## src/rtl/sfds_pkg.sv

```systemverilog
/*
 * sfds_pkg: shared types and constants for the speaker fault diagnostic sequencer.
 * Assumes a 100 MHz system clock; all times are converted to cycle counts here.
 */
package sfds_pkg;

    localparam int SFDS_CLK_MHZ = 100;
    localparam int SFDS_NUM_CH = 4;

    // times in their own unit
    localparam int SFDS_RECHECK_MS = 1;
    localparam int SFDS_ACQ_MS = 100;
    localparam int SFDS_CYC_PER_MS = SFDS_CLK_MHZ * 1000;
    localparam int SFDS_RECHECK_CYC = SFDS_RECHECK_MS * SFDS_CYC_PER_MS;
    localparam int SFDS_ACQ_CYC = SFDS_ACQ_MS * SFDS_CYC_PER_MS;

    localparam int SFDS_CNT_W = 24;

    // fault code layout
    typedef enum logic [2:0] {
        SFDS_FLT_NONE,
        SFDS_FLT_GND,
        SFDS_FLT_VS,
        SFDS_FLT_ACROSS,
        SFDS_FLT_OPEN,
        SFDS_FLT_OFFSET
    } sfds_fault_type;

    // analog comparator results for one channel
    typedef struct packed {
        logic short_gnd;
        logic short_vs;
        logic load_short_spk;
        logic load_open_spk;
        logic load_short_line;
        logic load_open_line;
        logic offset_high;
        logic protect_trip;
    } sfds_sense_type;

    // per-channel latched record
    typedef struct packed {
        sfds_fault_type turn_on;
        sfds_fault_type permanent;
        logic offset;
    } sfds_record_type;

    typedef enum logic [1:0] {
        SFDS_MODE_OFF,
        SFDS_MODE_PULSE,
        SFDS_MODE_BIASED
    } sfds_amp_mode_type;

endpackage

```

## src/rtl/sfds_channel.sv

```systemverilog
/*
 * sfds_channel: one output channel's protection/diagnostic sequencer.
 * Assumes sense inputs synchronous to clk and a one-cycle re-arm pulse per host read.
 */
`timescale 1ns/1ps
`default_nettype none

module sfds_channel
    import sfds_pkg::*;
#(
    parameter int RECHECK_CYC = SFDS_RECHECK_CYC,
    parameter int ACQ_CYC = SFDS_ACQ_CYC
) (
    // clock and reset
    input wire logic clk,
    input wire logic rst_n,
    // control
    input wire logic diag_en,
    input wire logic line_mode,
    input wire logic biased,
    input wire logic turn_on_go,
    input wire logic rearm,
    input wire sfds_sense_type sense,
    // status
    output logic ch_active,
    output logic turn_on_busy,
    output sfds_record_type record
);

    typedef enum logic [2:0] {
        CH_IDLE, CH_TON_ACQ, CH_RUN, CH_RECHECK, CH_DIAG, CH_RESTART
    } sfds_ch_state_type;

    sfds_ch_state_type state;
    sfds_ch_state_type next_state;
    logic [SFDS_CNT_W-1:0] cnt;
    logic [SFDS_CNT_W-1:0] next_cnt;
    logic armed;
    logic offset_run;

    // classify by priority: ground, supply, then load
    // four fault classes
    function automatic sfds_fault_type classify(input sfds_sense_type s, input logic line,
                                                input logic with_open);
        logic sh;
        logic op;
        sh = line ? s.load_short_line : s.load_short_spk;
        op = line ? s.load_open_line : s.load_open_spk;
        if (s.short_gnd) classify = SFDS_FLT_GND;
        else if (s.short_vs) classify = SFDS_FLT_VS;
        else if (sh) classify = SFDS_FLT_ACROSS;
        else if (op && with_open) classify = SFDS_FLT_OPEN;
        else classify = SFDS_FLT_NONE;
    endfunction

    wire logic cnt_done = (cnt == '0);
    wire logic overload = sense.protect_trip || sense.short_gnd || sense.short_vs;
    wire sfds_fault_type ton_class = classify(sense, line_mode, 1'b1);
    wire sfds_fault_type perm_class = classify(sense, line_mode, 1'b0);

    always_comb begin
        next_state = state;
        next_cnt = cnt - 1'b1;
        if (cnt_done) next_cnt = cnt;
        case (state)
            CH_IDLE: begin
                // pulse launch on request
                if (turn_on_go && armed) begin
                    next_state = CH_TON_ACQ;
                    next_cnt = SFDS_CNT_W'(ACQ_CYC - 1);
                end else if (biased) begin
                    next_state = CH_RUN;
                end
            end
            CH_TON_ACQ: begin
                if (cnt_done) next_state = biased ? CH_RUN : CH_IDLE;
            end
            CH_RUN: begin
                if (!biased) begin
                    next_state = CH_IDLE;
                end else if (sense.protect_trip) begin
                    // only this channel goes down
                    // trip starts diagnostic
                    next_state = (diag_en && armed) ? CH_RECHECK : CH_RESTART;
                    next_cnt = SFDS_CNT_W'(RECHECK_CYC - 1);
                end
            end
            CH_RECHECK: begin
                // recheck after 1 ms
                if (cnt_done) begin
                    if (!overload) begin
                        next_state = CH_RUN;
                    end else begin
                        // long diagnostic cycle
                        next_state = CH_DIAG;
                        next_cnt = SFDS_CNT_W'(ACQ_CYC - 1);
                    end
                end
            end
            CH_DIAG: begin
                // diagnostic ends in restart
                if (cnt_done) begin
                    next_state = CH_RESTART;
                    next_cnt = SFDS_CNT_W'(RECHECK_CYC - 1);
                end
            end
            CH_RESTART: begin
                // poll every 1 ms
                if (!biased) begin
                    next_state = CH_IDLE;
                end else if (cnt_done) begin
                    if (!overload) next_state = CH_RUN;
                    else next_cnt = SFDS_CNT_W'(RECHECK_CYC - 1);
                end
            end
            default: next_state = CH_IDLE;
        endcase
    end

    always_ff @(posedge clk or negedge rst_n) begin
        if (!rst_n) begin
            state <= CH_IDLE;
            cnt <= '0;
        end else begin
            state <= next_state;
            cnt <= next_cnt;
        end
    end

    wire logic ton_latch = (state == CH_TON_ACQ) && cnt_done;
    wire logic diag_latch = (state == CH_DIAG) && cnt_done;
    wire logic cycle_end = ton_latch || diag_latch;

    // new pulse after read
    // armed cleared at cycle end, set by read
    always_ff @(posedge clk or negedge rst_n) begin
        if (!rst_n) begin
            armed <= 1'b1;
        end else if (rearm) begin
            armed <= 1'b1;
        end else if (cycle_end) begin
            armed <= 1'b0;
        end
    end

    // offset must persist from read to read
    always_ff @(posedge clk or negedge rst_n) begin
        if (!rst_n) begin
            offset_run <= 1'b0;
        end else if (rearm) begin
            offset_run <= biased && diag_en;
        end else if (!sense.offset_high || sense.protect_trip || !biased) begin
            offset_run <= 1'b0;
        end
    end

    always_ff @(posedge clk or negedge rst_n) begin
        if (!rst_n) begin
            record <= '0;
        end else begin
            // sampled at end of the pulse plateau
            if (ton_latch) record.turn_on <= ton_class;
            // no open load from permanent test
            if (diag_latch) record.permanent <= perm_class;
            if (rearm) record.offset <= offset_run;
        end
    end

    assign ch_active = (state == CH_RUN);
    assign turn_on_busy = (state == CH_TON_ACQ);

    // clean recheck returns to run
    chk_recheck_clear: assert property (@(posedge clk) disable iff (!rst_n)
        (state == CH_RECHECK && cnt_done && !overload) |=> state == CH_RUN)
        else $error("recheck did not reactivate channel");
    // diagnostic ends in restart
    chk_diag_restart: assert property (@(posedge clk) disable iff (!rst_n)
        (state == CH_DIAG && cnt_done) |=> state == CH_RESTART)
        else $error("diagnostic did not end in restart");
    // no new cycle until rearm
    chk_no_rearm: assert property (@(posedge clk) disable iff (!rst_n)
        (!armed && !rearm && state == CH_RUN) |=> state != CH_RECHECK)
        else $error("diagnostic started without rearm");
    // permanent never reports open
    chk_perm_open: assert property (@(posedge clk) disable iff (!rst_n)
        record.permanent != SFDS_FLT_OPEN)
        else $error("open load reported by permanent test");
    // armed trip with diagnostics on goes to recheck
    chk_trip_recheck: assert property (@(posedge clk) disable iff (!rst_n)
        (state == CH_RUN && biased && sense.protect_trip && diag_en && armed)
        |=> state == CH_RECHECK)
        else $error("protection trip did not start diagnostic");
    // lasting overload starts the long cycle
    chk_recheck_diag: assert property (@(posedge clk) disable iff (!rst_n)
        (state == CH_RECHECK && cnt_done && overload) |=> state == CH_DIAG)
        else $error("overload at recheck did not start diagnostic");
    // cleared overload ends restart
    chk_restart_poll: assert property (@(posedge clk) disable iff (!rst_n)
        (state == CH_RESTART && biased && cnt_done && !overload) |=> state == CH_RUN)
        else $error("restart did not reactivate channel");
    // turn-on result held between pulses
    chk_ton_held: assert property (@(posedge clk) disable iff (!rst_n)
        !ton_latch |=> $stable(record.turn_on))
        else $error("turn-on result changed outside a pulse");

endmodule

`default_nettype wire

```

## src/rtl/sfds_top.sv

```systemverilog
/*
 * sfds_top: four-channel speaker fault diagnostic sequencer.
 * Assumes the serial front end decodes instruction bytes into the control ports
 * and pulses host_read once per completed host read.
 */
`timescale 1ns/1ps
`default_nettype none

// Operation
// turn-on test starts on standby exit when host requested diagnostics.
// turn-on test classifies ground, supply, across-load or open-load faults.
// turn-on result held until next test; new test only after host read.
// combined write runs pulse first with stage in standby, then biasing.
// after biasing go permanent; keep turn-on result until a short appears.
// latch output status at end of the 100 ms pulse plateau.
// line-driver thresholds only with low gain and line diagnostic option.
// permanent test reports shorts only, never open load.
// diagnostics off: channels independent, only faulted channel shuts down.
// in restart recheck every 1 ms, reactivate when overload clears.
// with diagnostics enabled, protection trip starts permanent diagnostic.
// recheck 1 ms after trip; no overload means skip and reactivate.
// overload still present at recheck runs a 100 ms diagnostic cycle.
// after the cycle channel goes to restart and result is stored.
// no further cycle until host reads; read re-arms diagnostics.
// host polls status at its own rate, over half a second advised.
// permanent test flags output offset beyond 2 V at zero input.
// diag_enable_bit high enables diagnostics, low defeats them.
// front_gain_select_bit low selects high gain, high selects low gain.
// each channel has its own state machine and fault record.
module sfds_top
    import sfds_pkg::*;
#(
    parameter int NUM_CH = SFDS_NUM_CH,
    parameter int RECHECK_CYC = SFDS_RECHECK_CYC,
    parameter int ACQ_CYC = SFDS_ACQ_CYC
) (
    // clock and reset
    input wire logic clk,
    input wire logic rst_n,
    // decoded first_instruction_byte controls
    input wire logic standby_exit,
    input wire logic diag_enable_bit,
    input wire logic front_gain_select_bit,
    input wire logic line_diag_option,
    // host read strobe
    input wire logic host_read,
    // comparator sense per channel
    input wire sfds_sense_type [NUM_CH-1:0] sense,
    // power stage and status
    output logic stage_bias,
    output logic [NUM_CH-1:0] ch_enable,
    output sfds_record_type [NUM_CH-1:0] record
);

    sfds_amp_mode_type mode;
    sfds_amp_mode_type next_mode;
    logic prev_standby_exit;
    logic line_mode;
    logic [NUM_CH-1:0] ch_active;
    logic [NUM_CH-1:0] ton_busy;
    sfds_record_type [NUM_CH-1:0] ch_record;

    wire logic exit_edge = standby_exit && !prev_standby_exit;
    // request arrives with standby exit
    wire logic ton_go = exit_edge && diag_enable_bit;
    wire logic pulse_done = (mode == SFDS_MODE_PULSE) && (ton_busy == '0);

    // pulse first, bias afterwards
    always_comb begin
        next_mode = mode;
        case (mode)
            SFDS_MODE_OFF: begin
                if (ton_go) next_mode = SFDS_MODE_PULSE;
                else if (exit_edge) next_mode = SFDS_MODE_BIASED;
            end
            SFDS_MODE_PULSE: begin
                if (!standby_exit) next_mode = SFDS_MODE_OFF;
                else if (pulse_done) next_mode = SFDS_MODE_BIASED;
            end
            SFDS_MODE_BIASED: begin
                if (!standby_exit) next_mode = SFDS_MODE_OFF;
            end
            default: next_mode = SFDS_MODE_OFF;
        endcase
    end

    always_ff @(posedge clk or negedge rst_n) begin
        if (!rst_n) begin
            mode <= SFDS_MODE_OFF;
            prev_standby_exit <= 1'b0;
            line_mode <= 1'b0;
        end else begin
            mode <= next_mode;
            prev_standby_exit <= standby_exit;
            // line thresholds need low gain and option
            // gain bit high is low gain
            line_mode <= front_gain_select_bit && line_diag_option;
        end
    end

    wire logic biased = (mode == SFDS_MODE_BIASED);

    // one sequencer per channel
    genvar g;
    generate
        for (g = 0; g < NUM_CH; g++) begin : g_ch
            sfds_channel #(
                .RECHECK_CYC(RECHECK_CYC),
                .ACQ_CYC(ACQ_CYC)
            ) u_ch (
                .clk(clk),
                .rst_n(rst_n),
                // diagnostics gate
                .diag_en(diag_enable_bit),
                .line_mode(line_mode),
                .biased(biased),
                .turn_on_go(ton_go),
                .rearm(host_read),
                .sense(sense[g]),
                .ch_active(ch_active[g]),
                .turn_on_busy(ton_busy[g]),
                .record(ch_record[g])
            );
        end
    endgenerate

    // results are each channel record, registered one cycle later
    always_ff @(posedge clk or negedge rst_n) begin
        if (!rst_n) begin
            stage_bias <= 1'b0;
            ch_enable <= '0;
            record <= '0;
        end else begin
            stage_bias <= biased;
            // per-channel shutdown
            ch_enable <= biased ? ch_active : '0;
            record <= ch_record;
        end
    end

    // stage stays unbiased during the pulse
    chk_pulse_standby: assert property (@(posedge clk) disable iff (!rst_n)
        (mode == SFDS_MODE_PULSE) |=> (!stage_bias && ch_enable == '0))
        else $error("stage biased during test pulse");
    // biasing follows the finished pulse
    chk_bias_after: assert property (@(posedge clk) disable iff (!rst_n)
        (pulse_done && standby_exit) |=> mode == SFDS_MODE_BIASED)
        else $error("stage not biased after test pulse");
    // pulse launch follows request
    chk_ton_launch: assert property (@(posedge clk) disable iff (!rst_n)
        (mode == SFDS_MODE_OFF && ton_go) |=> mode == SFDS_MODE_PULSE)
        else $error("turn-on test not launched");
    // outputs off when unbiased
    chk_unbiased_off: assert property (@(posedge clk) disable iff (!rst_n)
        !biased |=> ch_enable == '0)
        else $error("channel enabled while unbiased");
    // high gain keeps line mode off
    chk_line_sel: assert property (@(posedge clk) disable iff (!rst_n)
        !front_gain_select_bit |=> !line_mode)
        else $error("line thresholds with high gain");

endmodule

`default_nettype wire

```

## config.mk

```make
export PLATFORM = sky130hd
export DESIGN_NAME = sfds_top
export DESIGN_NICKNAME = d
export VERILOG_FILES = /design/src/rtl/sfds_pkg.sv /design/src/rtl/sfds_channel.sv /design/src/rtl/sfds_top.sv
export SDC_FILE = /design/constraint.sdc
export NUM_CORES = 1
export LEC_CHECK = 0
export ABC_AREA = 1
export BUFFER_PORTS_ARGS = -buffer_cell sky130_fd_sc_hd__buf_2
export CORE_ASPECT_RATIO = 1.1
export CORE_UTILIZATION = 30
export CTS_CLUSTER_SIZE = 10
export DETAILED_ROUTE_END_ITERATION = 10
export HOLD_SLACK_MARGIN = 0.1
export SYNTH_ARGS = -nofsm -noshare
export SYNTH_HDL_FRONTEND = slang
export SYNTH_SLANG_ARGS = --single-unit
```

## constraint.sdc

```tcl
create_clock -name clk -period 1.8 [get_ports clk]
set_input_delay 0.18 -clock clk [delete_from_list [all_inputs] [get_ports clk]]
set_output_delay 0.18 -clock clk [all_outputs]
set_load 0.05 [all_outputs]
```

==> load_flow_metrics.sql <==
INSERT INTO impl_metrics (metric_group, metric, value, unit) VALUES
('cells_and_area', 'seq_area', '4340', 'sq um'),
('setup_path', 'critPathCaptureType', 'flop', ''),
('detailed_routing', 'dr.pass1.iters', '7', ''),
('global_routing', 'grt_overall_usage', '0.188', ''),
('logic_synthesis', 'synth.mux.area_fraction', '0.00387', ''),
('setup_path', 'timing.critical_path.required', '2.14', 'ns'),
('global_routing', 'grt_first_pass_wirelength', '54.6', 'mm'),
('clock_tree', 'clock_tree.root_cell', 'clkbuf_16', ''),
('setup_path', 'setup.worst_path.start', 'g_ch[2].u_ch.cnt[1]$_DFF_PN0_', ''),
('sta', 'maxSlewHeadroom', '0.636', ''),
('setup_path', 'timing.reg2reg.worst_path_depth', '13', ''),
('sta', 'period_needed', '1.96', 'ns'),
('logic_synthesis', 'synth_edf_count', '0', ''),
('flow_run', 'drv_cap', '0', ''),
('clock_tree', 'clock_insertion_delay_worst_skew', '0.45', 'ns'),
('clock_tree', 'tritoncts', 'yes', ''),
('pwr', 'pwr_density_cell', '1400', 'nW/um^2'),
('detailed_routing', 'postRouteAntennaNets', '0', ''),
('sta', 'timing.fmax', '509', 'MHz'),
('placed_design', 'estimated_wirelength_of_the_detail_placed_design', '25.1', 'mm'),
('placed_design', 'gp_congestion', '0.929', ''),
('cells_and_area', 'post_route_cells_drive_above_1_share', '0.430', ''),
('detailed_routing', 'postRouteWirelength', '36.2', 'mm'),
('setup_path', 'path_buf_inv', '4', ''),
('floorplan', 'die_width', '182', 'um'),
('clock_tree', 'clk_transition_reported_paths', '0.07', 'ns'),
('logic_synthesis', 'netlist-cell-type-count', '53', ''),
('logic_synthesis', 'yosysSeqAreaShare', '0.406', ''),
('setup_path', 'worst-path-stages', '13', ''),
('sta', 'fin_skew', '0.0105', 'ns'),
('sta', 'timing.final.ws_setup', '-0.164', 'ns'),
('sta', 'max_slew.worst_pin.slew', '0.541', 'ns'),
('logic_synthesis', 'synthCells', '1477', ''),
('global_routing', 'via_count_of_the_first_global_routing_pass', '11400', ''),
('sta', 'final-setup-viol-count', '58', ''),
('global_routing', 'antenna_found_initial', '2', ''),
('logic_synthesis', 'syn_avg_cell_area', '7.23', 'sq um'),
('floorplan', 'floorplan.rows', '72', ''),
('global_routing', 'global_route.overflow_total', '0', ''),
('sta', 'maxSlewViolCount', '0', ''),
('hold_path', 'min_delay_path_depth', '4', ''),
('logic_synthesis', 'synth_compound_gate_area_share', '0.0962', ''),
('clock_tree', 'clock_path_buffers', '2', ''),
('cells_and_area', 'areaGrowthSynthToFinish', '57.8', '%'),
('floorplan', 'pin_count', '72', ''),
('floorplan', 'initial_utilization', '0.304', ''),
('cells_and_area', 'final.fill_count', '3239', ''),
('setup_path', 'critical_path.cell_chain', 'inv_2 -> ha_4 -> inv_4 -> nor2_4 -> nand2_2 -> nor2_4 -> buf_4 -> nand4_1 -> nand2_1 -> nand3b_1 -> nor2_4 -> buf_6 -> nor2_1', ''),
('setup_path', 'cpMaxStageDelayCell', 'dfrtp_1', ''),
('clock_tree', 'cts_buffers', '17', ''),
('placed_design', 'place_area', '13900', 'sq um'),
('logic_synthesis', 'synth_seq_cells', '173', ''),
('detailed_routing', 'drt_drc_violations_left', '0', ''),
('run_status', 'violations', 'setup timing', ''),
('hold_path', 'holdCritStartpoint', 'sense[30]', ''),
('sta', 'final_worst_path_cycle_share', '1.09', ''),
('setup_path', 'crit_path_frequent_cell', 'nor2_4', ''),
('sta', 'hold_violations', '0', ''),
('cells_and_area', 'multi_input_comb_area', '7100', 'sq um'),
('logic_synthesis', 'synth_top_family_by_area', 'simple AND/OR/NAND/NOR gates', ''),
('detailed_routing', 'vias_per_cell', '4.88', ''),
('floorplan', 'die_area', '36300', 'sq um'),
('setup_path', 'crit_path_start_kind', 'flop', ''),
('logic_synthesis', 'ys_warn_count', '0', ''),
('logic_synthesis', 'synth_simple_gate_area_share', '0.363', ''),
('setup_path', 'worstPathMaxFanout', '3', ''),
('setup_path', 'critical_path.max_stage_delay', '0.39', 'ns'),
('detailed_routing', 'dr_total_vias', '11700', ''),
('run_status', 'status', 'finished, violations left', ''),
('placed_design', 'io_buffers', '67', ''),
('logic_synthesis', 'synth_xor_area_frac', '0.0402', '');
through the flow:
stage,hold slack (ns),setup TNS [ns],cells,power (mW),worst slack [ns]
4_1_cts,0.102,-0.465,2358,21.4,-0.0944
3_3_place_gp,0.160,-4.62,2271,16.4,-0.133
3_5_place_dp,0.163,-5.89,2271,16.6,-0.143
2_1_floorplan,-0.116,-0.0353,1480,11.5,-0.0256
6_report,0.108,-3.11,2398,23.5,-0.164
5_1_grt,0.145,-12.29,2397,25.0,-0.290
report_power, final:
group / internal [mW] / leakage (nW) / total (mW) / switching [mW]
sequential: 4.74 / 2.00 / 5.46 / 0.712
combinational: 6.47 / 5.75 / 14.3 / 7.80
clock: 2.06 / 0.281 / 3.78 / 1.72
worst reg2reg max path: cells and delay by family, from the launching register on:
family,cells,cell delay [ns]
DFF,1,0.39
and+or+nand+nor,8,0.97
adders and majority gates,1,0.13
buffers and inverters,4,0.38
registers in the layout, indices dropped and copies added, names as in the netlist:
| name | flops |
|---|---|
| mode | 2 |
| g_ch.u_ch.offset_run | 4 |
| ch_enable | 4 |
| stage_bias | 1 |
| g_ch.u_ch.state | 12 |
| g_ch.u_ch.record | 24 |
| g_ch.u_ch.cnt | 96 |
| prev_standby_exit | 1 |
| record | 24 |
| line_mode | 1 |
| g_ch.u_ch.armed | 4 |
area by class of cell:
| type | instances | area share |
|---|---|---|
| Antenna cell | 1 | 0.000149 |
| Tap cell | 444 | 0.0330 |
| Inverter | 174 | 0.0398 |
| Sequential cell | 173 | 0.258 |
| Timing Repair Buffer | 459 | 0.213 |
| Clock inverter | 14 | 0.00944 |
| Clock buffer | 17 | 0.0253 |
| Multi-Input combinational cell | 1116 | 0.422 |
synth_stat cells (all sizes together), types with 5 or more instances:
cell / count / area share
nor2: 279 / 0.11
nand4: 39 / 0.023
o21ai: 83 / 0.041
ha: 16 / 0.019
inv: 172 / 0.060
nand3b: 12 / 0.0084
xnor2: 10 / 0.0082
a21oi: 63 / 0.032
o31ai: 5 / 0.0045
buf: 11 / 0.0072
dfrtp: 169 / 0.40
xor2: 39 / 0.032
nand3: 123 / 0.063
nor3: 26 / 0.015
nand2: 359 / 0.13
nor4: 5 / 0.0029
clkbuf: 8 / 0.0028
or2: 14 / 0.0082
cell families (layout without fill, tap and decap cells):
kind of cell | count (synthesis) | after routing
flip-flops | 173 | 173
other | 1 | 5
XOR/XNOR | 49 | 49
AO/OA/AOI/OAI | 177 | 177
AND/OR/NAND/NOR | 864 | 866
multiplexers | 4 | 4
buffers and inverters | 193 | 664
adder cells (fa/ha/maj) | 16 | 16
repair_timing:
| item | CTS | global route |
|---|---|---|
| gates resized for setup | 93 | 354 |
| endpoints found under the hold margin | 151 | 0 |
| hold buffers | 23 | 0 |
| gates cloned | 1 | 2 |
| buffers inserted | 33 | 39 |
| pin swaps | 42 | 136 |
| endpoints found under the setup margin | 106 | 129 |
worst paths after layout:
kind,slack [ns],to
setup / recovery,-0.16,g_ch[2].u_ch.cnt[11]$_DFF_PN0_
hold / removal,0.11,g_ch[3].u_ch.record[6]$_DFFE_PN0P_
setup reg to reg,-0.16,g_ch[2].u_ch.cnt[11]$_DFF_PN0_
hold reg to reg,0.38,record[5]$_DFF_PN0_
max in group asynchronous,0.85,g_ch[3].u_ch.cnt[19]$_DFF_PN0_
min in group asynchronous,0.23,g_ch[2].u_ch.cnt[13]$_DFF_PN0_
layer usage:
metal	share of wire	vias up	GRT usage
li1	-	5714	-
met1	0.42	5615	0.222
met2	0.51	289	0.332
met3	0.036	82	0.0336
met4	0.030	2	0.0895
met5	0.00036	-	0
(Power assumes the default switching activity.)
